$ cat config.mk
export PLATFORM = sky130hd
export DESIGN_NAME = status_led_driver
export DESIGN_NICKNAME = d
export VERILOG_FILES = /design/src/led_pkg.sv /design/src/status_led_driver.sv
export SDC_FILE = /design/constraint.sdc
export NUM_CORES = 1
export LEC_CHECK = 0
export BUFFER_PORTS_ARGS = -buffer_cell sky130_fd_sc_hd__buf_4
export CAP_MARGIN = 20
export CORE_AREA = 2 2 93 131
export DETAILED_ROUTE_END_ITERATION = 6
export DIE_AREA = 0 0 95 133
export GPL_ROUTABILITY_DRIVEN = 0
export PLACE_DENSITY = 0.74
export SLEW_MARGIN = 15
export SYNTH_ARGS = -nofsm -noshare
export SYNTH_HDL_FRONTEND = slang
export SYNTH_SLANG_ARGS = --single-unit
$ cat constraint.sdc
create_clock -name core_clk_i -period 2 [get_ports core_clk_i]
set_clock_uncertainty 0.1 [all_clocks]
set_input_delay 0.1 -clock core_clk_i [delete_from_list [all_inputs] [get_ports core_clk_i]]
set_output_delay 0.1 -clock core_clk_i [all_outputs]
set_load 0.1 [all_outputs]
$ cat src/led_pkg.sv
package led_pkg;
    // Slave state machine codes
    typedef enum logic [2:0] {
        ST_INIT = 3'h1,
        ST_PREOP = 3'h2,
        ST_BOOT = 3'h3,
        ST_SAFEOP = 3'h4,
        ST_OP = 3'h0
    } slave_state_e;

    // Register byte offsets
    localparam logic [3:0] CTRL_OFS = 4'h0;
    localparam logic [3:0] STAT_OFS = 4'h4;
    localparam logic [3:0] IRQ_STAT_OFS = 4'h8;
    localparam logic [3:0] IRQ_MASK_OFS = 4'hc;

    // Control register fields
    localparam int CTRL_ENABLE_BIT = 0;
    localparam int CTRL_STATE_LSB = 4;
    localparam logic [31:0] CTRL_RESET = 32'h0000_0011;

    // Interrupt bits
    localparam int IRQ_WARN_BIT = 0;
    localparam int IRQ_ERR_A_BIT = 1;
    localparam int IRQ_ERR_B_BIT = 2;
    localparam int IRQ_STATE_BIT = 3;
    localparam int IRQ_WIDTH = 4;

    // Pattern timing
    localparam int CLK_HZ = 50_000_000;
    localparam int BLINK_HALF_MS = 200;
    localparam int FLASH_ON_MS = 200;
    localparam int FLASH_PERIOD_MS = 1200;
    localparam int TICK_US = 1000;
    localparam int TICK_CYCLES = CLK_HZ / 1_000_000 * TICK_US;

    typedef struct packed {
        logic enc_ready;
        logic enc_a;
        logic enc_b;
        logic enc_c;
        logic latch;
        logic in1;
        logic in2;
        logic drv_ready;
        logic supply_ok;
        logic cw;
        logic ccw;
        logic mod_ready;
        logic overtemp_warn;
        logic duty_full;
        logic fault_a;
        logic fault_b;
    } status_s;

    typedef struct packed {
        logic run;
        logic enc;
        logic a;
        logic b;
        logic c;
        logic latch;
        logic in1;
        logic in2;
        logic drv;
        logic pwr;
        logic cw;
        logic ccw;
        logic en;
        logic warn;
        logic err_a;
        logic err_b;
    } leds_s;
endpackage

$ cat src/status_led_driver.sv
`timescale 1ns/100ps
module status_led_driver #(
    parameter int TICK_CYCLES = led_pkg::TICK_CYCLES
) (
    // Clock and reset
    input wire logic core_clk_i,
    input wire logic arst_n_i,
    // Status from pins and other logic
    input wire led_pkg::status_s status_i,
    // Avalon-MM slave
    input wire logic [3:0] avs_address_i,
    input wire logic avs_read_i,
    input wire logic avs_write_i,
    input wire logic [31:0] avs_writedata_i,
    input wire logic [3:0] avs_byteenable_i,
    output logic [31:0] avs_readdata_o,
    output logic avs_waitrequest_o,
    // Indicators and side outputs
    output led_pkg::leds_s leds_o,
    output logic outputs_safe_o,
    output logic irq_o
);
    led_pkg::status_s sync1_q;
    led_pkg::status_s sync2_q;
    logic [31:0] ctrl_q;
    logic [led_pkg::IRQ_WIDTH-1:0] irq_stat_q;
    logic [led_pkg::IRQ_WIDTH-1:0] irq_mask_q;
    logic [led_pkg::IRQ_WIDTH-1:0] evt_d;
    logic [led_pkg::IRQ_WIDTH-1:0] evt_lvl_q;
    logic [31:0] tick_cnt_q;
    logic [10:0] ms_q;
    logic ack_q;
    logic motor_en;
    logic [2:0] state;
    logic [2:0] state_prev_q;
    logic blink;
    logic flash;
    logic run_d;
    logic warn_d;
    // One flop per lamp, packed only at the port
    logic run_q;
    logic enc_q;
    logic trk_a_q;
    logic trk_b_q;
    logic trk_c_q;
    logic latch_q;
    logic in1_q;
    logic in2_q;
    logic drv_q;
    logic pwr_q;
    logic cw_q;
    logic ccw_q;
    logic en_q;
    logic warn_q;
    logic err_a_q;
    logic err_b_q;

    function automatic logic [31:0] merge(input logic [31:0] old, input logic [31:0] nw, input logic [3:0] be);
        logic [31:0] r;
        r = old;
        for (int i = 0; i < 4; i++) begin
            if (be[i]) begin
                r[i*8 +: 8] = nw[i*8 +: 8];
            end
        end
        return r;
    endfunction

    // Pins are asynchronous to the core clock
    always_ff @(posedge core_clk_i or negedge arst_n_i) begin
        if (!arst_n_i) begin
            sync1_q <= '0;
            sync2_q <= '0;
        end else begin
            sync1_q <= status_i;
            sync2_q <= sync1_q;
        end
    end

    assign motor_en = ctrl_q[led_pkg::CTRL_ENABLE_BIT];
    assign state = ctrl_q[led_pkg::CTRL_STATE_LSB +: 3];

    // Millisecond prescaler and pattern phase
    always_ff @(posedge core_clk_i or negedge arst_n_i) begin
        if (!arst_n_i) begin
            tick_cnt_q <= '0;
            ms_q <= '0;
        end else if (tick_cnt_q == 32'(TICK_CYCLES - 1)) begin
            tick_cnt_q <= '0;
            ms_q <= (ms_q == 11'(led_pkg::FLASH_PERIOD_MS - 1)) ? '0 : ms_q + 11'h1;
        end else begin
            tick_cnt_q <= tick_cnt_q + 32'h1;
        end
    end

    // Blink is 200 ms on/off; flash is 200 ms on in 1200 ms
    assign blink = ((ms_q / 11'(led_pkg::BLINK_HALF_MS)) % 11'h2) == 11'h0;
    assign flash = ms_q < 11'(led_pkg::FLASH_ON_MS);

    always_comb begin
        unique case (state)
            led_pkg::ST_PREOP: run_d = blink;
            led_pkg::ST_SAFEOP: run_d = flash;
            led_pkg::ST_OP: run_d = 1'b1;
            default: run_d = 1'b0;
        endcase
    end

    assign warn_d = !sync2_q.supply_ok || sync2_q.overtemp_warn || sync2_q.duty_full;

    always_ff @(posedge core_clk_i or negedge arst_n_i) begin
        if (!arst_n_i) begin
            outputs_safe_o <= 1'b1;
        end else begin
            outputs_safe_o <= state != led_pkg::ST_OP;
        end
    end

    // Run lamp pattern follows the state field
    always_ff @(posedge core_clk_i or negedge arst_n_i) begin
        if (!arst_n_i) begin
            run_q <= 1'b0;
        end else begin
            run_q <= run_d;
        end
    end

    always_ff @(posedge core_clk_i or negedge arst_n_i) begin
        if (!arst_n_i) begin
            enc_q <= 1'b0;
        end else begin
            enc_q <= sync2_q.enc_ready;
        end
    end

    always_ff @(posedge core_clk_i or negedge arst_n_i) begin
        if (!arst_n_i) begin
            trk_a_q <= 1'b0;
        end else begin
            trk_a_q <= sync2_q.enc_a;
        end
    end

    always_ff @(posedge core_clk_i or negedge arst_n_i) begin
        if (!arst_n_i) begin
            trk_b_q <= 1'b0;
        end else begin
            trk_b_q <= sync2_q.enc_b;
        end
    end

    always_ff @(posedge core_clk_i or negedge arst_n_i) begin
        if (!arst_n_i) begin
            trk_c_q <= 1'b0;
        end else begin
            trk_c_q <= sync2_q.enc_c;
        end
    end

    always_ff @(posedge core_clk_i or negedge arst_n_i) begin
        if (!arst_n_i) begin
            latch_q <= 1'b0;
        end else begin
            latch_q <= sync2_q.latch;
        end
    end

    always_ff @(posedge core_clk_i or negedge arst_n_i) begin
        if (!arst_n_i) begin
            in1_q <= 1'b0;
        end else begin
            in1_q <= sync2_q.in1;
        end
    end

    always_ff @(posedge core_clk_i or negedge arst_n_i) begin
        if (!arst_n_i) begin
            in2_q <= 1'b0;
        end else begin
            in2_q <= sync2_q.in2;
        end
    end

    always_ff @(posedge core_clk_i or negedge arst_n_i) begin
        if (!arst_n_i) begin
            drv_q <= 1'b0;
        end else begin
            drv_q <= sync2_q.drv_ready;
        end
    end

    // Power and enable lamps are gated by the software enable bit
    always_ff @(posedge core_clk_i or negedge arst_n_i) begin
        if (!arst_n_i) begin
            pwr_q <= 1'b0;
        end else begin
            pwr_q <= sync2_q.supply_ok && motor_en;
        end
    end

    always_ff @(posedge core_clk_i or negedge arst_n_i) begin
        if (!arst_n_i) begin
            cw_q <= 1'b0;
        end else begin
            cw_q <= sync2_q.cw;
        end
    end

    always_ff @(posedge core_clk_i or negedge arst_n_i) begin
        if (!arst_n_i) begin
            ccw_q <= 1'b0;
        end else begin
            ccw_q <= sync2_q.ccw;
        end
    end

    always_ff @(posedge core_clk_i or negedge arst_n_i) begin
        if (!arst_n_i) begin
            en_q <= 1'b0;
        end else begin
            en_q <= motor_en && sync2_q.mod_ready;
        end
    end

    always_ff @(posedge core_clk_i or negedge arst_n_i) begin
        if (!arst_n_i) begin
            warn_q <= 1'b0;
        end else begin
            warn_q <= warn_d;
        end
    end

    always_ff @(posedge core_clk_i or negedge arst_n_i) begin
        if (!arst_n_i) begin
            err_a_q <= 1'b0;
        end else begin
            err_a_q <= sync2_q.fault_a;
        end
    end

    always_ff @(posedge core_clk_i or negedge arst_n_i) begin
        if (!arst_n_i) begin
            err_b_q <= 1'b0;
        end else begin
            err_b_q <= sync2_q.fault_b;
        end
    end

    // Plain wiring, so every lamp still comes straight from its flop
    assign leds_o = {
        run_q,
        enc_q,
        trk_a_q,
        trk_b_q,
        trk_c_q,
        latch_q,
        in1_q,
        in2_q,
        drv_q,
        pwr_q,
        cw_q,
        ccw_q,
        en_q,
        warn_q,
        err_a_q,
        err_b_q
    };

    // Rising edges of fault levels and any state change raise events
    always_comb begin
        evt_d = '0;
        evt_d[led_pkg::IRQ_WARN_BIT] = warn_d && !evt_lvl_q[led_pkg::IRQ_WARN_BIT];
        evt_d[led_pkg::IRQ_ERR_A_BIT] = sync2_q.fault_a && !evt_lvl_q[led_pkg::IRQ_ERR_A_BIT];
        evt_d[led_pkg::IRQ_ERR_B_BIT] = sync2_q.fault_b && !evt_lvl_q[led_pkg::IRQ_ERR_B_BIT];
        evt_d[led_pkg::IRQ_STATE_BIT] = state != state_prev_q;
    end

    always_ff @(posedge core_clk_i or negedge arst_n_i) begin
        if (!arst_n_i) begin
            evt_lvl_q <= '0;
            state_prev_q <= led_pkg::CTRL_RESET[led_pkg::CTRL_STATE_LSB +: 3];
        end else begin
            evt_lvl_q <= {1'b0, sync2_q.fault_b, sync2_q.fault_a, warn_d};
            state_prev_q <= state;
        end
    end

    // One wait cycle per access, so every access ends on the second edge
    always_ff @(posedge core_clk_i or negedge arst_n_i) begin
        if (!arst_n_i) begin
            ack_q <= 1'b0;
        end else begin
            ack_q <= (avs_read_i || avs_write_i) && !ack_q;
        end
    end

    // Registered port, so it stays high while the bus is idle
    always_ff @(posedge core_clk_i or negedge arst_n_i) begin
        if (!arst_n_i) begin
            avs_waitrequest_o <= 1'b1;
        end else begin
            avs_waitrequest_o <= !((avs_read_i || avs_write_i) && avs_waitrequest_o);
        end
    end

    always_ff @(posedge core_clk_i or negedge arst_n_i) begin
        if (!arst_n_i) begin
            ctrl_q <= led_pkg::CTRL_RESET;
        end else if (avs_write_i && ack_q && avs_address_i == led_pkg::CTRL_OFS) begin
            ctrl_q <= merge(ctrl_q, avs_writedata_i, avs_byteenable_i) & 32'h0000_0071;
        end
    end

    always_ff @(posedge core_clk_i or negedge arst_n_i) begin
        if (!arst_n_i) begin
            irq_mask_q <= '0;
        end else if (avs_write_i && ack_q && avs_address_i == led_pkg::IRQ_MASK_OFS && avs_byteenable_i[0]) begin
            irq_mask_q <= avs_writedata_i[led_pkg::IRQ_WIDTH-1:0];
        end
    end

    // Set wins over a write-one clear in the same cycle
    always_ff @(posedge core_clk_i or negedge arst_n_i) begin
        if (!arst_n_i) begin
            irq_stat_q <= '0;
        end else if (avs_write_i && ack_q && avs_address_i == led_pkg::IRQ_STAT_OFS && avs_byteenable_i[0]) begin
            irq_stat_q <= (irq_stat_q & ~avs_writedata_i[led_pkg::IRQ_WIDTH-1:0]) | evt_d;
        end else begin
            irq_stat_q <= irq_stat_q | evt_d;
        end
    end

    always_ff @(posedge core_clk_i or negedge arst_n_i) begin
        if (!arst_n_i) begin
            irq_o <= 1'b0;
        end else begin
            irq_o <= |(irq_stat_q & irq_mask_q);
        end
    end

    always_ff @(posedge core_clk_i or negedge arst_n_i) begin
        if (!arst_n_i) begin
            avs_readdata_o <= '0;
        end else if (avs_read_i && !ack_q) begin
            unique case (avs_address_i)
                led_pkg::CTRL_OFS: avs_readdata_o <= ctrl_q;
                led_pkg::STAT_OFS: avs_readdata_o <= {16'h0, sync2_q};
                led_pkg::IRQ_STAT_OFS: avs_readdata_o <= {28'h0, irq_stat_q};
                led_pkg::IRQ_MASK_OFS: avs_readdata_o <= {28'h0, irq_mask_q};
                default: avs_readdata_o <= 32'h0;
            endcase
        end
    end
endmodule

==> metrics.md <==
| Metric | Value |
|---|---|
| Status | `finished, violations left` |
| Failing checks | `negative setup slack` |
| Number of non-filler instances in the completed layout | `a little under 800` |
| RSZ-0062 raised after global routing | `yes` |
| Count of routing violations after the opening detailed-route iteration | `278` |
| Type of element launching the critical path | `flip-flop` |
| Area of all placed cells without fillers | `between 7000 and 8000 µm²` |
| Netlist cell types | `55` |
| Most frequently used flop master after synthesis | `sky130_fd_sc_hd__dfrtp_1` |
| Worst hold slack across all endpoints | `0.0205 ns` |
| Largest voltage drop on the vdd net | `0.583 mV` |
| Final Cycle Share | `106%` |
| Num rows | `47` |
| Multiplexer fraction of the synthesized cell area | `4.41%` |
| Setup CP Type | `flip-flop to flip-flop` |
| Number of synthesized flops with an enable pin | `0` |
| Diodes inserted | `0` |
| Main combinational cell family by area after synthesis | `simple AND/OR/NAND/NOR gates` |
| Combinational cell fraction of total power | `around 14%` |
| Amount of wire on met3 after detailed routing | `541 µm` |
| Part of the total power dissipated in sequential elements | `between 40 and 50%` |
| Global router's overall resource usage | `just over 20%` |
| Area of the core region | `11600 µm²` |
| Switching Power | `0.00209 W` |
| Buffer cell driving the clock tree root | `sky130_fd_sc_hd__clkbuf_16` |
| Total number of nets in the final design | `roughly 690` |
| Simple logic cell fraction of the synthesized area | `~15%` |
| Die Ht | `between 100 and 150 µm` |
| Die Area | `12600 µm²` |
| IO Count | `roughly 110` |
| Post-route met1 wirelength | `about 5000 µm` |
| Maximum Capacitance Violations | `0` |
| Reg clk slew, reported paths | `roughly 0.060 ns` |
| Final total negative setup slack | `-0.184 ns` |
| Insertion delay to the later sink of the worst-skew pair | `around 0.4 ns` |
| TritonCTS clock tree | `yes` |
| Critical path peak fanout | `11` |
| WL final | `about 13000 µm` |
| DRC errors left | `0` |
| Synth Instances | `just under 500` |
| Number of global-route vias before repair | `around 4200` |
| Maximum root-to-sink buffer count | `2` |
| Top-area cell type share of the netlist area | `55.1%` |
| Highest-count cells in the layout ignoring fill and taps | `124 x sky130_fd_sc_hd__buf_4, 118 x sky130_fd_sc_hd__dfrtp_1, 43 x sky130_fd_sc_hd__nand2_1` |
| Initial antenna violation count | `0` |
| Number of vias after detailed routing | `between 4000 and 5000` |
| Final Slew Violations | `0` |
| Antenna violation net count after detailed routing | `0` |
| Overall die width | `roughly 95 µm` |
| Post-synthesis share of cell area spent on full adders, half adders and majority gates | `less than 1%` |
| Sum of overflow across all layers after global routing | `0` |
| Required time worst endpoint | `about 2.2 ns` |
| Maximum level of the CTS H-tree | `4` |
| Iteration count of the initial detailed-routing pass | `4` |
| Internal power | `between 0.004 and 0.005 W` |
| Endpoint class of the critical path | `flip-flop` |
| Arrival time at the worst endpoint | `between 2 and 2.5 ns` |
| Placed Instance Area | `roughly 6400 µm²` |
| DPL Wire Length | `roughly 8200 µm` |
| Max Freq | `~470 MHz` |
| Layout area overhead | `35.1%` |
| Initial standard-cell utilization of the core | `a little under half` |
| Post-synth design cell area | `about 5500 µm²` |
| Area of the multi-input gates | `between 2000 and 2500 µm²` |
| Clock buffer count from CTS | `17` |
| Clock period minus worst slack | `roughly 2.1 ns` |
| Sinks on the clock net | `126` |
| Number of port buffers | `66` |
| Share of flip-flops with an asynchronous set or reset after synthesis | `100%` |
| Most common cell after layout, fill and taps aside | `sky130_fd_sc_hd__buf_4` |
| Highest metal layer with signal wires | `met4` |
| Pin count of the biggest net entering global routing | `42` |
| Count of yosys warnings during synthesis | `0` |
| Combined flip-flop and latch cell area | `between 3000 and 4000 µm²` |
| Leading area contributor after synthesis | `sky130_fd_sc_hd__dfrtp_1` |
| Hold violation total from the final report | `0` |
| Wire length of the first global-routing pass | `20400 µm` |
| Routed length per instance | `16.0 µm` |
| Sum of met2 wire segment lengths after detailed routing | `6770 µm` |
| Final setup viols | `2` |
| Final setup margin | `-0.116 ns` |
| Seq cells post-synth | `roughly 130` |
| Clock group share of total power | `around 45%` |
| Number of filler instances in the final layout | `around 820` |
| Post-detailed-route via-to-cell ratio | `around 5.4` |
| Avg Synthesized Cell Area | `around 11 µm²` |
| Sequential element share of the synthesized area | `between 50% and 60%` |
| Worst Hold Class | `primary input to flip-flop` |
| Largest cells by area after synthesis | `sky130_fd_sc_hd__dfrtp_1 55%, sky130_fd_sc_hd__xnor2_1 4.6%, sky130_fd_sc_hd__buf_4 4.4%` |
| Cells after DPL | `slightly above 700` |
| Share of layout cells above drive strength 1 | `a little under a third` |
| Compound-gate portion of the synthesized area | `a little under a tenth` |
| Post-Synth XOR/XNOR Area | `~5.7%` |
| Net Sw Frac | `31.3%` |
| Power per standard cell area | `between 800 and 900 nW/µm²` |
| Reported leakage power | `roughly 3.4 nW` |
==> per-layer routing <==
metal,vias up,global-route usage (%)
li1,1956,-
met1,2112,24.8
met2,145,35.7
met3,26,4.84
met4,0,7.25
met5,-,0
==> cells by family (layout without fill, tap and decap cells) <==
group	Yosys count	after routing
DFF	126	126
other	1	16
AOI/OAI and AO/OA	74	74
buffers and inverters	66	204
xor gates and xnor gates	36	36
muxes	22	22
adders and majority gates	3	3
and+or+nand+nor	161	161
==> power groups by stage <==
stage          sequential, W  clock [W]  combinational, W
2_1_floorplan        0.00300          0          0.000465
3_3_place_gp         0.00279          0          0.000852
3_5_place_dp         0.00280          0          0.000863
4_1_cts              0.00275    0.00307          0.000917
5_1_grt              0.00276    0.00320          0.000966
6_report             0.00275    0.00300          0.000923
==> critical path: stages, from the launching register on <==
cell,delay [ns]
sky130_fd_sc_hd__dfrtp_2,0.50
sky130_fd_sc_hd__buf_4,0.18
sky130_fd_sc_hd__xnor2_1,0.12
sky130_fd_sc_hd__o21ai_0,0.35
sky130_fd_sc_hd__a211oi_4,0.09
sky130_fd_sc_hd__or3_1,0.40
sky130_fd_sc_hd__a31oi_2,0.15
sky130_fd_sc_hd__a211oi_2,0.09
==> worst paths after layout <==
check	startpoint	to	slack [ns]	cells after the start
worst max-delay path	ms_q[10]$_DFFE_PN0N_	run_q$_DFF_PN0_	-0.12	7
worst min-delay path	avs_address_i[2]	avs_readdata_o[4]$_DFFE_PN0P_	0.02	3
worst max register to register	ms_q[10]$_DFFE_PN0N_	run_q$_DFF_PN0_	-0.12	7
worst min register to register	sync1_q[10]$_DFF_PN0_	sync2_q[10]$_DFF_PN0_	0.25	0
max in group asynchronous	arst_n_i	state_prev_q[0]$_DFF_PN1_	1.03	3
min in group asynchronous	arst_n_i	irq_mask_q[1]$_DFFE_PN0P_	0.06	2
==> area by class of cell <==
| class | instances | share of cell area (%) |
|---|---|---|
| tap | 147 | 2.48 |
| inverter | 15 | 0.758 |
| clock buffer | 17 | 5.73 |
| multi-input combinational | 312 | 28.9 |
| clock inverter | 15 | 2.29 |
| timing repair buffer | 157 | 17.3 |
| sequential | 126 | 42.6 |
==> sequential cells by signal (all words and copies together) (netlist names), 3 cells and up <==
register,cells
avs_readdata_o,16
ctrl_q,4
evt_lvl_q,3
irq_mask_q,4
irq_stat_q,4
ms_q,11
state_prev_q,3
sync1_q,16
sync2_q,16
tick_cnt_q,32
==> timing repair <==
item	CTS	global route
hold endpoints to repair	159	0
resized for setup	10	20
hold buffers	30	0
setup buffers	3	2
pin swaps	8	9
setup endpoints to repair	10	19
==> cells in the mapped netlist (all sizes together), types with 2 or more instances <==
library cell,n
nand4,14
a32oi,2
and4,4
a211oi,5
xnor2,29
ha,3
dfrtp,121
nor2b,5
nor3,7
o31ai,7
xor2,7
or3,10
buf,38
clkbuf,13
nand3,16
inv,15
nand2b,5
a22oi,4
nor2,29
o211a,2
mux2,8
a21oi,7
mux2i,13
nor3b,2
and3,9
nand2,43
and2,3
a31oi,2
a22o,11
nor4,6
o21ai,19
dfstp,5
o22ai,2
o21a,3
nand3b,4
==> through the flow <==
step | utilization [%] | worst slack, ns | total power (W)
floorplan | - | -0.0160 | 0.00347
global placement | 55.1 | -0.102 | 0.00365
detailed placement | 55.1 | -0.0952 | 0.00366
CTS | 63.3 | -0.0676 | 0.00674
global route | 64.1 | -0.181 | 0.00693
finish | 64.1 | -0.116 | 0.00668
Note: power is estimated with default switching activity, not from simulation.
